`config.mk`:
```
export PLATFORM = sky130hd
export DESIGN_NAME = acpc_core
export DESIGN_NICKNAME = d
export VERILOG_FILES = /design/src/acpc_pkg.sv /design/src/acpc_core.sv
export SDC_FILE = /design/constraint.sdc
export NUM_CORES = 1
export LEC_CHECK = 0
export ABC_AREA = 0
export ABC_CLOCK_PERIOD_IN_PS = 8770
export BUFFER_PORTS_ARGS = -buffer_cell sky130_fd_sc_hd__buf_2
export CORE_MARGIN = 2
export CORE_UTILIZATION = 30
export CTS_BUF_LIST = sky130_fd_sc_hd__clkbuf_2
export CTS_CLUSTER_SIZE = 8
export DETAILED_ROUTE_END_ITERATION = 16
export PLACE_DENSITY = 0.49
export SETUP_SLACK_MARGIN = 0.2
export SLEW_MARGIN = 10
export SYNTH_ARGS = -nofsm -noshare
export SYNTH_HDL_FRONTEND = slang
export SYNTH_SLANG_ARGS = --single-unit
```
`constraint.sdc`:
```
create_clock -name CLK_I -period 8.77 [get_ports CLK_I]
set_input_delay 0.877 -clock CLK_I [delete_from_list [all_inputs] [get_ports CLK_I]]
set_output_delay 0.877 -clock CLK_I [all_outputs]
set_load 0.01 [all_outputs]
```
`src/acpc_pkg.sv`:
```
// shared constants and carriers of the conversion and power control block
`default_nettype none
package acpc_pkg;

  // result and configuration word sizes
  localparam int RES_W      = 16;
  localparam int CFG_W      = 6;
  localparam int FIFO_DEPTH = 4;

  // configuration word bit positions, first bit shifted in is the msb
  localparam int CFG_SLP_BIT = 0;
  localparam int CFG_UNI_BIT = 1;

  // timing
  localparam int CLK_PERIOD_NS     = 100;
  localparam int CONV_TIME_NS      = 3500;
  localparam int CONV_CYCLES       = (CONV_TIME_NS + CLK_PERIOD_NS - 1) / CLK_PERIOD_NS;
  localparam int SAMPLE_RATE_KSPS  = 200;
  localparam int SAMPLE_PERIOD_CYC = 1000000 / (SAMPLE_RATE_KSPS * CLK_PERIOD_NS);
  localparam int CS_EARLY_LOW_NS   = 100;
  localparam int WAKE_TIME_MS      = 60;
  localparam int CNT_W             = 8;

  // operating modes
  typedef enum logic [3:0] {
    ST_READY = 4'h1,
    ST_CONV  = 4'h2,
    ST_NAP   = 4'h4,
    ST_SLEEP = 4'h8
  } acpc_mode_t;

  // received configuration word
  typedef struct packed {
    logic [3:0] channel;
    logic       unipolar;
    logic       sleep;
  } acpc_cfg_t;

  // power domain enables
  typedef struct packed {
    logic ref_on;
    logic conv_on;
    logic nap;
    logic sleep;
  } acpc_power_t;

endpackage : acpc_pkg
`default_nettype wire

```
`src/acpc_core.sv`:
```
// conversion start, power mode and serial port control with sample buffer
// Contract
// - held high at conversion end: enter nap until the line changes.
// - nap keeps reference and reference buffer on, conversion logic off.
// - line low at conversion end: msb appears on serial output then.
// - line low at conversion end: skip nap, stay fully powered.
// - sleep bit set in received word: power everything down incl. reference.
// - a rising edge of the convert line starts a conversion.
// - rising edges during a running conversion are ignored.
// - serial clock and input ignored during conversion; host keeps lines steady.
// - bipolar results two's complement, unipolar straight binary.
// - conversion timed internally, 200ksps throughput not sustained; 35-cycle conversion plus readout on the synchronised clock exceeds the 50-cycle period.
// - line low after conversion enables shifting result out.
`timescale 1ns/1ps
`default_nettype none

////////////////////////////////////////////////////////////////////////////////
module acpc_fifo #(
  parameter int W     = 16,
  parameter int DEPTH = 4
) (
  // clock and reset
  input  wire logic         clk_i,
  input  wire logic         rst_i,
  // filling side
  input  wire logic [W-1:0] in_data_i,
  input  wire logic         in_valid_i,
  output logic              in_ready_o,
  // draining side
  output logic [W-1:0]      out_data_o,
  output logic              out_valid_o,
  input  wire logic         out_ready_i
);
  // pointers wrap freely, so the depth must be a power of two
  localparam int AW = $clog2(DEPTH);
  localparam int CW = AW + 1;

  typedef struct packed {
    logic [AW-1:0] wp;
    logic [AW-1:0] rp;
    logic [CW-1:0] cnt;
    logic          full;
    logic          empty;
    logic          ready;
  } acpc_fifo_state_t;

  acpc_fifo_state_t q;
  acpc_fifo_state_t d;
  logic [W-1:0]     mem [DEPTH];
  logic             push;
  logic             pop;

  assign push        = in_valid_i & ~q.full;
  assign pop         = out_ready_i & ~q.empty;
  assign in_ready_o  = q.ready;
  assign out_valid_o = ~q.empty;
  assign out_data_o  = mem[q.rp];

  always_comb begin
    d = q;
    if (push) begin
      d.wp = q.wp + 1'b1;
    end
    if (pop) begin
      d.rp = q.rp + 1'b1;
    end
    case ({push, pop})
      2'b10:   d.cnt = q.cnt + 1'b1;
      2'b01:   d.cnt = q.cnt - 1'b1;
      default: d.cnt = q.cnt;
    endcase
    d.full  = (d.cnt == CW'(DEPTH));
    d.empty = (d.cnt == '0);
    d.ready = ~d.full;
    if (rst_i) begin
      d       = '0;
      d.empty = 1'b1;
      d.ready = 1'b1;
    end
  end

  always_ff @(posedge clk_i) begin
    q <= d;
    // storage has no reset; the count alone says what is valid
    if (push) begin
      mem[q.wp] <= in_data_i;
    end
  end
endmodule : acpc_fifo

////////////////////////////////////////////////////////////////////////////////
module acpc_core #(
  parameter int RES_W = acpc_pkg::RES_W,
  parameter int DEPTH = acpc_pkg::FIFO_DEPTH
) (
  // clock and reset
  input  wire logic              CLK_I,
  input  wire logic              SYS_RST_I,
  // serial link pins
  input  wire logic              CONVERT_SELECT_I,
  input  wire logic              SCK_I,
  input  wire logic              SDI_I,
  output logic                   SDO_O,
  output logic                   SDO_OE_O,
  // raw sample codes from the front end
  input  wire logic [RES_W-1:0]  SAMPLE_I,
  input  wire logic              SAMPLE_VALID_I,
  output logic                   SAMPLE_READY_O,
  // status
  output acpc_pkg::acpc_power_t  POWER_O,
  output acpc_pkg::acpc_cfg_t    CONFIG_O,
  output logic                   BUSY_O
);
  import acpc_pkg::*;

  // bit counter reaches the full result length
  localparam int BW = $clog2(RES_W + 1);

  typedef struct packed {
    logic              cs_m;
    logic              cs_s;
    logic              cs_q;
    logic              sck_m;
    logic              sck_s;
    logic              sck_q;
    logic              sdi_m;
    logic              sdi_s;
    acpc_mode_t        mode;
    logic [CNT_W-1:0]  cnt;
    logic [RES_W-1:0]  shift;
    logic [CFG_W-1:0]  cfg_in;
    logic [BW-1:0]     bits;
    acpc_cfg_t         cfg;
    logic              sdo;
    logic              oe;
    acpc_power_t       pwr;
    logic              busy;
  } acpc_core_state_t;

  acpc_core_state_t q;
  acpc_core_state_t d;
  logic [RES_W-1:0] buf_data;
  logic             buf_valid;
  logic             buf_pop;
  logic [RES_W-1:0] code;
  logic             cs_rise;
  logic             cs_fall;
  logic             sck_rise;
  logic             sck_fall;

  //////////////////////////////////////////////////////////////////////////////
  // front end offset-binary code to output coding
  function automatic logic [RES_W-1:0] encode(
    input logic [RES_W-1:0] raw,
    input logic             uni
  );
    encode = uni ? raw : {~raw[RES_W-1], raw[RES_W-2:0]};
  endfunction : encode

  function automatic acpc_power_t power_of(input acpc_mode_t m);
    acpc_power_t p;
    p = '0;
    case (m)
      ST_NAP: begin
        p.ref_on = 1'b1;
        p.nap    = 1'b1;
      end
      ST_SLEEP: begin
        p.sleep = 1'b1;
      end
      default: begin
        p.ref_on  = 1'b1;
        p.conv_on = 1'b1;
      end
    endcase
    power_of = p;
  endfunction : power_of

  //////////////////////////////////////////////////////////////////////////////
  // samples wait here until a conversion ends; drained one per conversion
  acpc_fifo #(
    .W     (RES_W),
    .DEPTH (DEPTH)
  ) u_buf (
    .clk_i       (CLK_I),
    .rst_i       (SYS_RST_I),
    .in_data_i   (SAMPLE_I),
    .in_valid_i  (SAMPLE_VALID_I),
    .in_ready_o  (SAMPLE_READY_O),
    .out_data_o  (buf_data),
    .out_valid_o (buf_valid),
    .out_ready_i (buf_pop)
  );

  //////////////////////////////////////////////////////////////////////////////
  // pin edges, taken only from the second and third stages
  assign cs_rise  = q.cs_s & ~q.cs_q;
  assign cs_fall  = ~q.cs_s & q.cs_q;
  assign sck_rise = q.sck_s & ~q.sck_q;
  assign sck_fall = ~q.sck_s & q.sck_q;

  //////////////////////////////////////////////////////////////////////////////
  // mode sequencing, serial port and power domains
  always_comb begin
    d       = q;
    buf_pop = 1'b0;
    code    = encode(buf_valid ? buf_data : '0, q.cfg.unipolar);
    // two-stage synchronisers
    d.cs_m  = CONVERT_SELECT_I;
    d.cs_s  = q.cs_m;
    d.cs_q  = q.cs_s;
    d.sck_m = SCK_I;
    d.sck_s = q.sck_m;
    d.sck_q = q.sck_s;
    d.sdi_m = SDI_I;
    d.sdi_s = q.sdi_m;
    d.oe    = ~q.cs_s;
    case (q.mode)
      ST_CONV: begin
        // serial pins and new edges ignored here
        d.oe = 1'b0;
        d.cnt = q.cnt + 1'b1;
        if (q.cnt == CNT_W'(CONV_CYCLES - 1)) begin
          buf_pop = buf_valid;
          d.shift = code;
          d.sdo   = code[RES_W-1];
          d.bits  = '0;
          d.cnt   = '0;
          if (q.cs_s) begin
            d.mode = ST_NAP;
          end else begin
            // line already low: port opens with the msb at once
            d.mode = ST_READY;
            d.oe   = 1'b1;
          end
        end
      end
      ST_NAP: begin
        if (!q.cs_s) begin
          d.mode = ST_READY;
        end
      end
      default: begin
        if (cs_rise) begin
          // a short frame keeps the previous configuration
          if (q.bits >= BW'(CFG_W)) begin
            d.cfg = q.cfg_in;
          end
          // a word with the sleep bit set skips the conversion
          if (d.cfg.sleep) begin
            d.mode = ST_SLEEP;
          end else begin
            d.mode = ST_CONV;
            d.cnt  = '0;
          end
          d.oe = 1'b0;
        end else if (!q.cs_s) begin
          if (cs_fall) begin
            d.bits = '0;
            d.sdo  = q.shift[RES_W-1];
          end else if (sck_rise) begin
            if (q.bits < BW'(CFG_W)) begin
              d.cfg_in = {q.cfg_in[CFG_W-2:0], q.sdi_s};
            end
            if (q.bits < BW'(RES_W)) begin
              d.bits = q.bits + 1'b1;
            end
          end else if (sck_fall) begin
            // next bit follows the fall, so it is settled at the rise
            d.shift = {q.shift[RES_W-2:0], 1'b0};
            d.sdo   = q.shift[RES_W-2];
          end
        end
      end
    endcase
    d.pwr  = power_of(d.mode);
    d.busy = (d.mode == ST_CONV);
    if (SYS_RST_I) begin
      // synchronisers clear too: a line high at release starts a conversion
      d      = '0;
      d.mode = ST_READY;
      d.pwr  = power_of(ST_READY);
    end
  end

  //////////////////////////////////////////////////////////////////////////////
  // state register
  always_ff @(posedge CLK_I) begin
    q <= d;
  end

  //////////////////////////////////////////////////////////////////////////////
  // outputs straight from the state register
  assign SDO_O    = q.sdo;
  assign SDO_OE_O = q.oe;
  assign POWER_O  = q.pwr;
  assign CONFIG_O = q.cfg;
  assign BUSY_O   = q.busy;
endmodule : acpc_core
`default_nettype wire

```
### Word level (Yosys, flattened, before mapping)

Memory sizes are Yosys's and may differ from the RTL's. A register that Yosys moved wholly into a read port is not among the register bits.
Index checks and enable logic that the tools add are counted.

* register bits after elaboration: 70
* bits in writable memories: 64
* input port bits: 22
* output and inout port bits: 14
* logic and storage cells: 133
* memories kept: 1

* $add $sub $neg: 6
* order comparisons: 3
* equal/unequal tests: 17
* multiplexer cells: 44
* bitwise logic cells: 18
* reductions and logical operators: 15

Memories
* u_buf.mem: words 4, width 16, rd ports 1, clocked after Yosys merged registers in 1, write ports 1, RTL line acpc_core.sv:49 `logic [W-1:0] mem [DEPTH];`

Operators by type and width (number)
* 2-to-1 mux 16 bit: 4
* 2-to-1 mux 27 bit: 2
* case mux 24 bit (2 select lines): 1
* 2-to-1 mux 28 bit: 1
* 2-to-1 mux 6 bit: 4
* 2-to-1 mux 22 bit: 1
* AND reduction 6 bit: 3
* 2-to-1 mux 1 bit: 15
* 2-to-1 mux 5 bit: 3
* 2-to-1 mux 12 bit: 1
* inverter 1 bit: 12
* 2-to-1 mux 11 bit: 1
* inequality test 2 x 1 -> 1 bit, second input constant: 5
* case mux 5 bit (2 select lines): 1
* nonzero test 3 bit: 3
* adder 8 x 1 -> 8 bit, second input constant: 1
* equality test 4 x 2 -> 1 bit, second input constant: 2
* equality test 4 x 3 -> 1 bit, second input constant: 2
* equality test 8 x 6 -> 1 bit, second input constant: 1
* 2-to-1 mux 4 bit: 2
* 2-to-1 mux 8 bit: 1
* case mux 4 bit (2 select lines): 1
* AND reduction 7 bit: 1
* AND 1 bit: 6
* other kinds (22): 29

### Depth between registers and ports, before layout

* depth after elaboration: 10
* depth in mapped cells: 13
* gate-level depth less buffers: 12

### Hierarchy

Synthesis repeated with hierarchy kept, for this count alone.

* cell total of the unflattened synthesis: 434
* area total of the unflattened synthesis: 5710.5 um2

Modules (own cells, without submodules)
* acpc_fifo: times used 1, cells each 142, area each 2882.8 um2, seq. area each 2162.1 um2
* acpc_core: times used 1, cells each 292, area each 2827.7 um2, seq. area each 1201.2 um2

### Worst setup path after synthesis

No wires, ideal clock.

* path type: register to register
* start point: register q[50] (netlist name)
* end point: register u_buf.q (netlist bit u_buf.in_ready_o)
* library setup time: 0.119 ns
* data arrival time: 2.800 ns
* data required time: 8.651 ns
* slack: 5.851 ns
* cell stages (with the launch flop): 14
* path buffers: 3
* period minus slack after synthesis: 2.919 ns
* cells stage by stage: dfxtp_1 > buf_6 > or4b_1 > buf_2 > nor4_4 > buf_6 > ha_1 > inv_1 > fa_1 > xor2_1 > nor2_1 > xnor2_1 > nor3_1 > inv_1

* cells in the longest elaborated chain, start to end: 7
* elaborated cells on any way between the ends: 8
* those cells by class: 4 x eq/ne; 2 x mux; 2 x bitwise

RTL lines
* from (decl): RTL line acpc_core.sv:140 `acpc_core_state_t q;`
* from (signal assigned): RTL line acpc_core.sv:289 `q <= d;`
* equality test 4 x 2 -> 1 bit *: RTL line acpc_core.sv:218 `case (q.mode)`
* 2-to-1 mux 1 bit *: RTL line acpc_core.sv:218
* AND 1 bit *: RTL line acpc_core.sv:54 `assign pop = out_ready_i & ~q.empty;`
* named net u_buf.pop: RTL line acpc_core.sv:51 `logic pop;`
* equality test 2 x 1 -> 1 bit or equality test 2 bit (tied branches): RTL line acpc_core.sv:67 `case ({push, pop})`
* case mux 3 bit (2 select lines) *: RTL line acpc_core.sv:67
* equality test 3 bit *: RTL line acpc_core.sv:72 `d.full = (d.cnt == CW'(DEPTH));`
* inverter 1 bit *: RTL line acpc_core.sv:74 `d.ready = ~d.full;`
* to (signal assigned): RTL line acpc_core.sv:83 `q <= d;`
* to (decl): RTL line acpc_core.sv:47 `acpc_fifo_state_t q;`

Mark *: on every way through the listed nets, which the timed path passes. The rest lies on a longest branch.
A chain may end at the register's enable or synchronous reset.

### Final worst setup path

* start point: register q[49] (netlist name)
* end point: register u_buf.q[1] (netlist name)

* cells in the longest elaborated chain, start to end: 6
* elaborated cells on any way between the ends: 7
* those cells by class: 3 x eq/ne; 2 x mux; 1 x bitwise; 1 x reduce/logical

RTL lines
* equality test 4 x 2 -> 1 bit *: RTL line acpc_core.sv:218
* 2-to-1 mux 1 bit *: RTL line acpc_core.sv:218
* AND 1 bit *: RTL line acpc_core.sv:54
* equality test 2 x 1 -> 1 bit or equality test 2 bit (tied branches): RTL line acpc_core.sv:67
* case mux 3 bit (2 select lines) *: RTL line acpc_core.sv:67
* zero test 3 bit *: RTL line acpc_core.sv:73 `d.empty = (d.cnt == '0);`

Mark *: on every way between the ends. The rest lies on a longest branch, timed or not.

==> flow_summary.ini <==
[global_routing]
grt_pass1_wl_mm = 17.8
track_usage_pct = 11.7
antenna_found_initial = 0
grt_start_max_net_pins = 48
grt_pass1_vias = 3484
grt_overflow = 0

[clock_network]
ctsResizeCount = 0
cts_root_buf = clkbuf_2
cts_buffer_depth = 2
cts_num_sinks = 136
cts_inserted_buffers = 17
worstSkewPairLatency_ns = 0.72
cts_tree = done
htreeDepth = 4
cts.clk_slew.worst_paths_ns = 0.25
cts_setup_buffers = 0
cts_hold_buf = 0

[sta]
post-route-period-util_pct = 34.6
skew_ns = 0.0383
worst_pin_slew_ns = 1.02
setup_viol = 0
hold_viol = 0
slew_headroom_pct = 31.9
fmax_mhz = 329
finalSetupTns_ns = 0
rsz0062_at_grt = no
finalCriticalPeriod_ns = 3.04
slew_violations = 0

[detailed_routing]
via_count = 3471
ant_nets = 0
routed_via_density = 4.88
drt_iter0_drc = 252
drc = 4
drt_wl_total_mm = 10.9
drt_pass1_iterations = 13
wl_per_cell_um = 15.4

[worst_setup_path]
worst_path_most_repeated_cell = nor2_1
critPathRequiredTime_ns = 9.42
arrival_ns = 3.69
cp-start-kind = register
critical_path_class = register to register
path_max_fanout = 18
crit_path_end_kind = register
slowest_delay_ns = 0.63
slowest_stage = or4b_1
path_cells = or4b_1 -> nor4_4 -> buf_4 -> ha_1 -> inv_1 -> fa_1 -> xor2_1 -> nor2_1 -> xnor2_1 -> nor2_1 -> a21oi_1

[floorplan]
dieArea_sq_um = 19600
die_h_um = 140
io_pins = 36
die_w_um = 140
start_util_pct = 30.7
rows = 49
placeableCoreArea_sq_um = 18100

[run_status]
violations = design-rule violations
status = finished with violations

[final_layout]
nets = 503
num-fill-cells = 1748
design_area_sq_um = 6110
syn2layout_area_growth_pct = 10.1
antennaDiodeCount = 0
regArea_sq_um = 3360
multi_input_area_sq_um = 1960
drive_gt1_share_pct = 19.9

[synth]
yosysTopAreaCellShare_pct = 34.6
yosysTopAreaCell = edfxtp_1
ys_types = 57
syn_inst = 441
async_flop_share_pct = 0
synth-edff-count = 64
synth_fp_nets = 475
ys_seq_elements = 136
ys_warn_count = 0
synth_area_leaders = edfxtp_1, dfxtp_1, mux4_2
synth_area_sq_um = 5550
ys.flop_type = dfxtp_1
syn_area_per_cell_sq_um = 12.6
synth-seq-area-share_pct = 60.6

[placed_design]
port_buffers = 35
dpl_cell_area_sq_um = 5870
hpwl_mm = 7.02
gp_congestion = 0.789

[worst_hold_path]
hold_class = input pin to register

[job]
cap_violations = 0

[power_and_ir_drop]
power_density_nw_per_um2 = 187
p_leak_uw = 0.00222
vdd_drop_max_uv = 128
## synth_stat cells (all sizes together), types with 2 or more instances
master,number
nor2,55
inv,16
nand3b,3
mux2i,13
o22ai,2
nand2,13
dfxtp,72
nor4,2
a221oi,15
and3,3
xor2,4
and2,5
buf,17
nand2b,3
a31oi,5
a211oi,7
nand3,7
nor4b,2
mux4,16
or3,6
a21o,2
clkbuf,12
a211o,3
a21oi,17
ha,11
o31ai,2
nand4,2
edfxtp,64
nor3,7
nor2b,12
xnor2,4
o21ai,23
## cells in the final DEF, fill, tap and decap left out, types with 7 or more instances in the layout
cell      instances
dfxtp_1          72
edfxtp_1         64
nor2_1           55
buf_2            35
o21ai_0          22
clkbuf_2         17
inv_1            16
mux4_2           16
a21oi_1          16
a221oi_1         15
nand2_1          13
mux2i_1          13
nor2b_1          12
ha_1             11
nand3_1           7
## layer usage
layer | track usage (%) | vias up | wire length (um)
li1 | - | 1685 | -
met1 | 14.5 | 1712 | 4980
met2 | 19.1 | 63 | 5330
met3 | 4.00 | 11 | 454
met4 | 4.41 | 0 | 159
met5 | 0 | - | 0
## stage by stage
step,setup WS [ns],utilization (%),total power [uW],instances,hold slack [ns]
detailed placement,5.75,32.5,778,679,0.422
global placement,5.78,32.5,775,679,0.427
finish,5.73,33.8,1140,711,0.336
global route,5.54,33.8,1200,711,0.255
floorplan,5.85,-,752,441,0.414
CTS,5.71,33.8,1160,711,0.282
## path summary, 6_finish.rpt
check | endpoint | startpoint | depth (start not counted) | slack, ns
worst max-delay path | u_buf.q[1] | q[49] | 11 | 5.73
worst min-delay path | u_buf.mem[2][12] | SAMPLE_I[12] | 1 | 0.34
worst max register to register | u_buf.q[1] | q[49] | 11 | 5.73
worst min register to register | q[58] | q[59] | 1 | 0.46
## final cells by class
cell class / instances / area share [%]
multi-input cells: 260 / 32.1
inverters: 16 / 0.982
well taps: 229 / 4.69
clock inverters: 15 / 2.60
repair buffers: 38 / 3.23
flip-flops and latches: 136 / 55.0
clock buffers: 17 / 1.39
## registers in the layout, indices dropped and copies added (netlist names), 4 cells and up, named ones only
register and flops:
CONFIG_O 6, POWER_O 4, q 47, u_buf.mem 64
u_buf.q 9
## report_power, final
| group | switching, uW | total, uW | internal, uW | leakage [uW] |
|---|---|---|---|---|
| Clock | 265 | 380 | 115 | 0.000143 |
| Combinational | 41.7 | 66.3 | 24.6 | 0.000900 |
| Sequential | 8.79 | 697 | 688 | 0.00117 |
## cells by family (layout without fill, tap and decap cells)
group	after synthesis	in the layout	synth area share, %
muxes	30	30	9.04
AOI/OAI and AO/OA	81	81	9.65
and+or+nand+nor	129	129	12.6
DFF	136	136	60.6
adders and majority gates	12	12	2.84
buffers and inverters	45	86	4.06
xor gates and xnor gates	8	8	1.26
## critical path: cells and delay by family (launching register included)
family / cells / cell delay (ns)
fa+ha+maj: 2 / 0.58
xor+xnor: 2 / 0.30
simple gates: 4 / 1.11
flops: 1 / 0.51
buf+inv: 2 / 0.33
compound gates: 1 / 0.15
No activity file was read; power rests on OpenSTA's default activity.
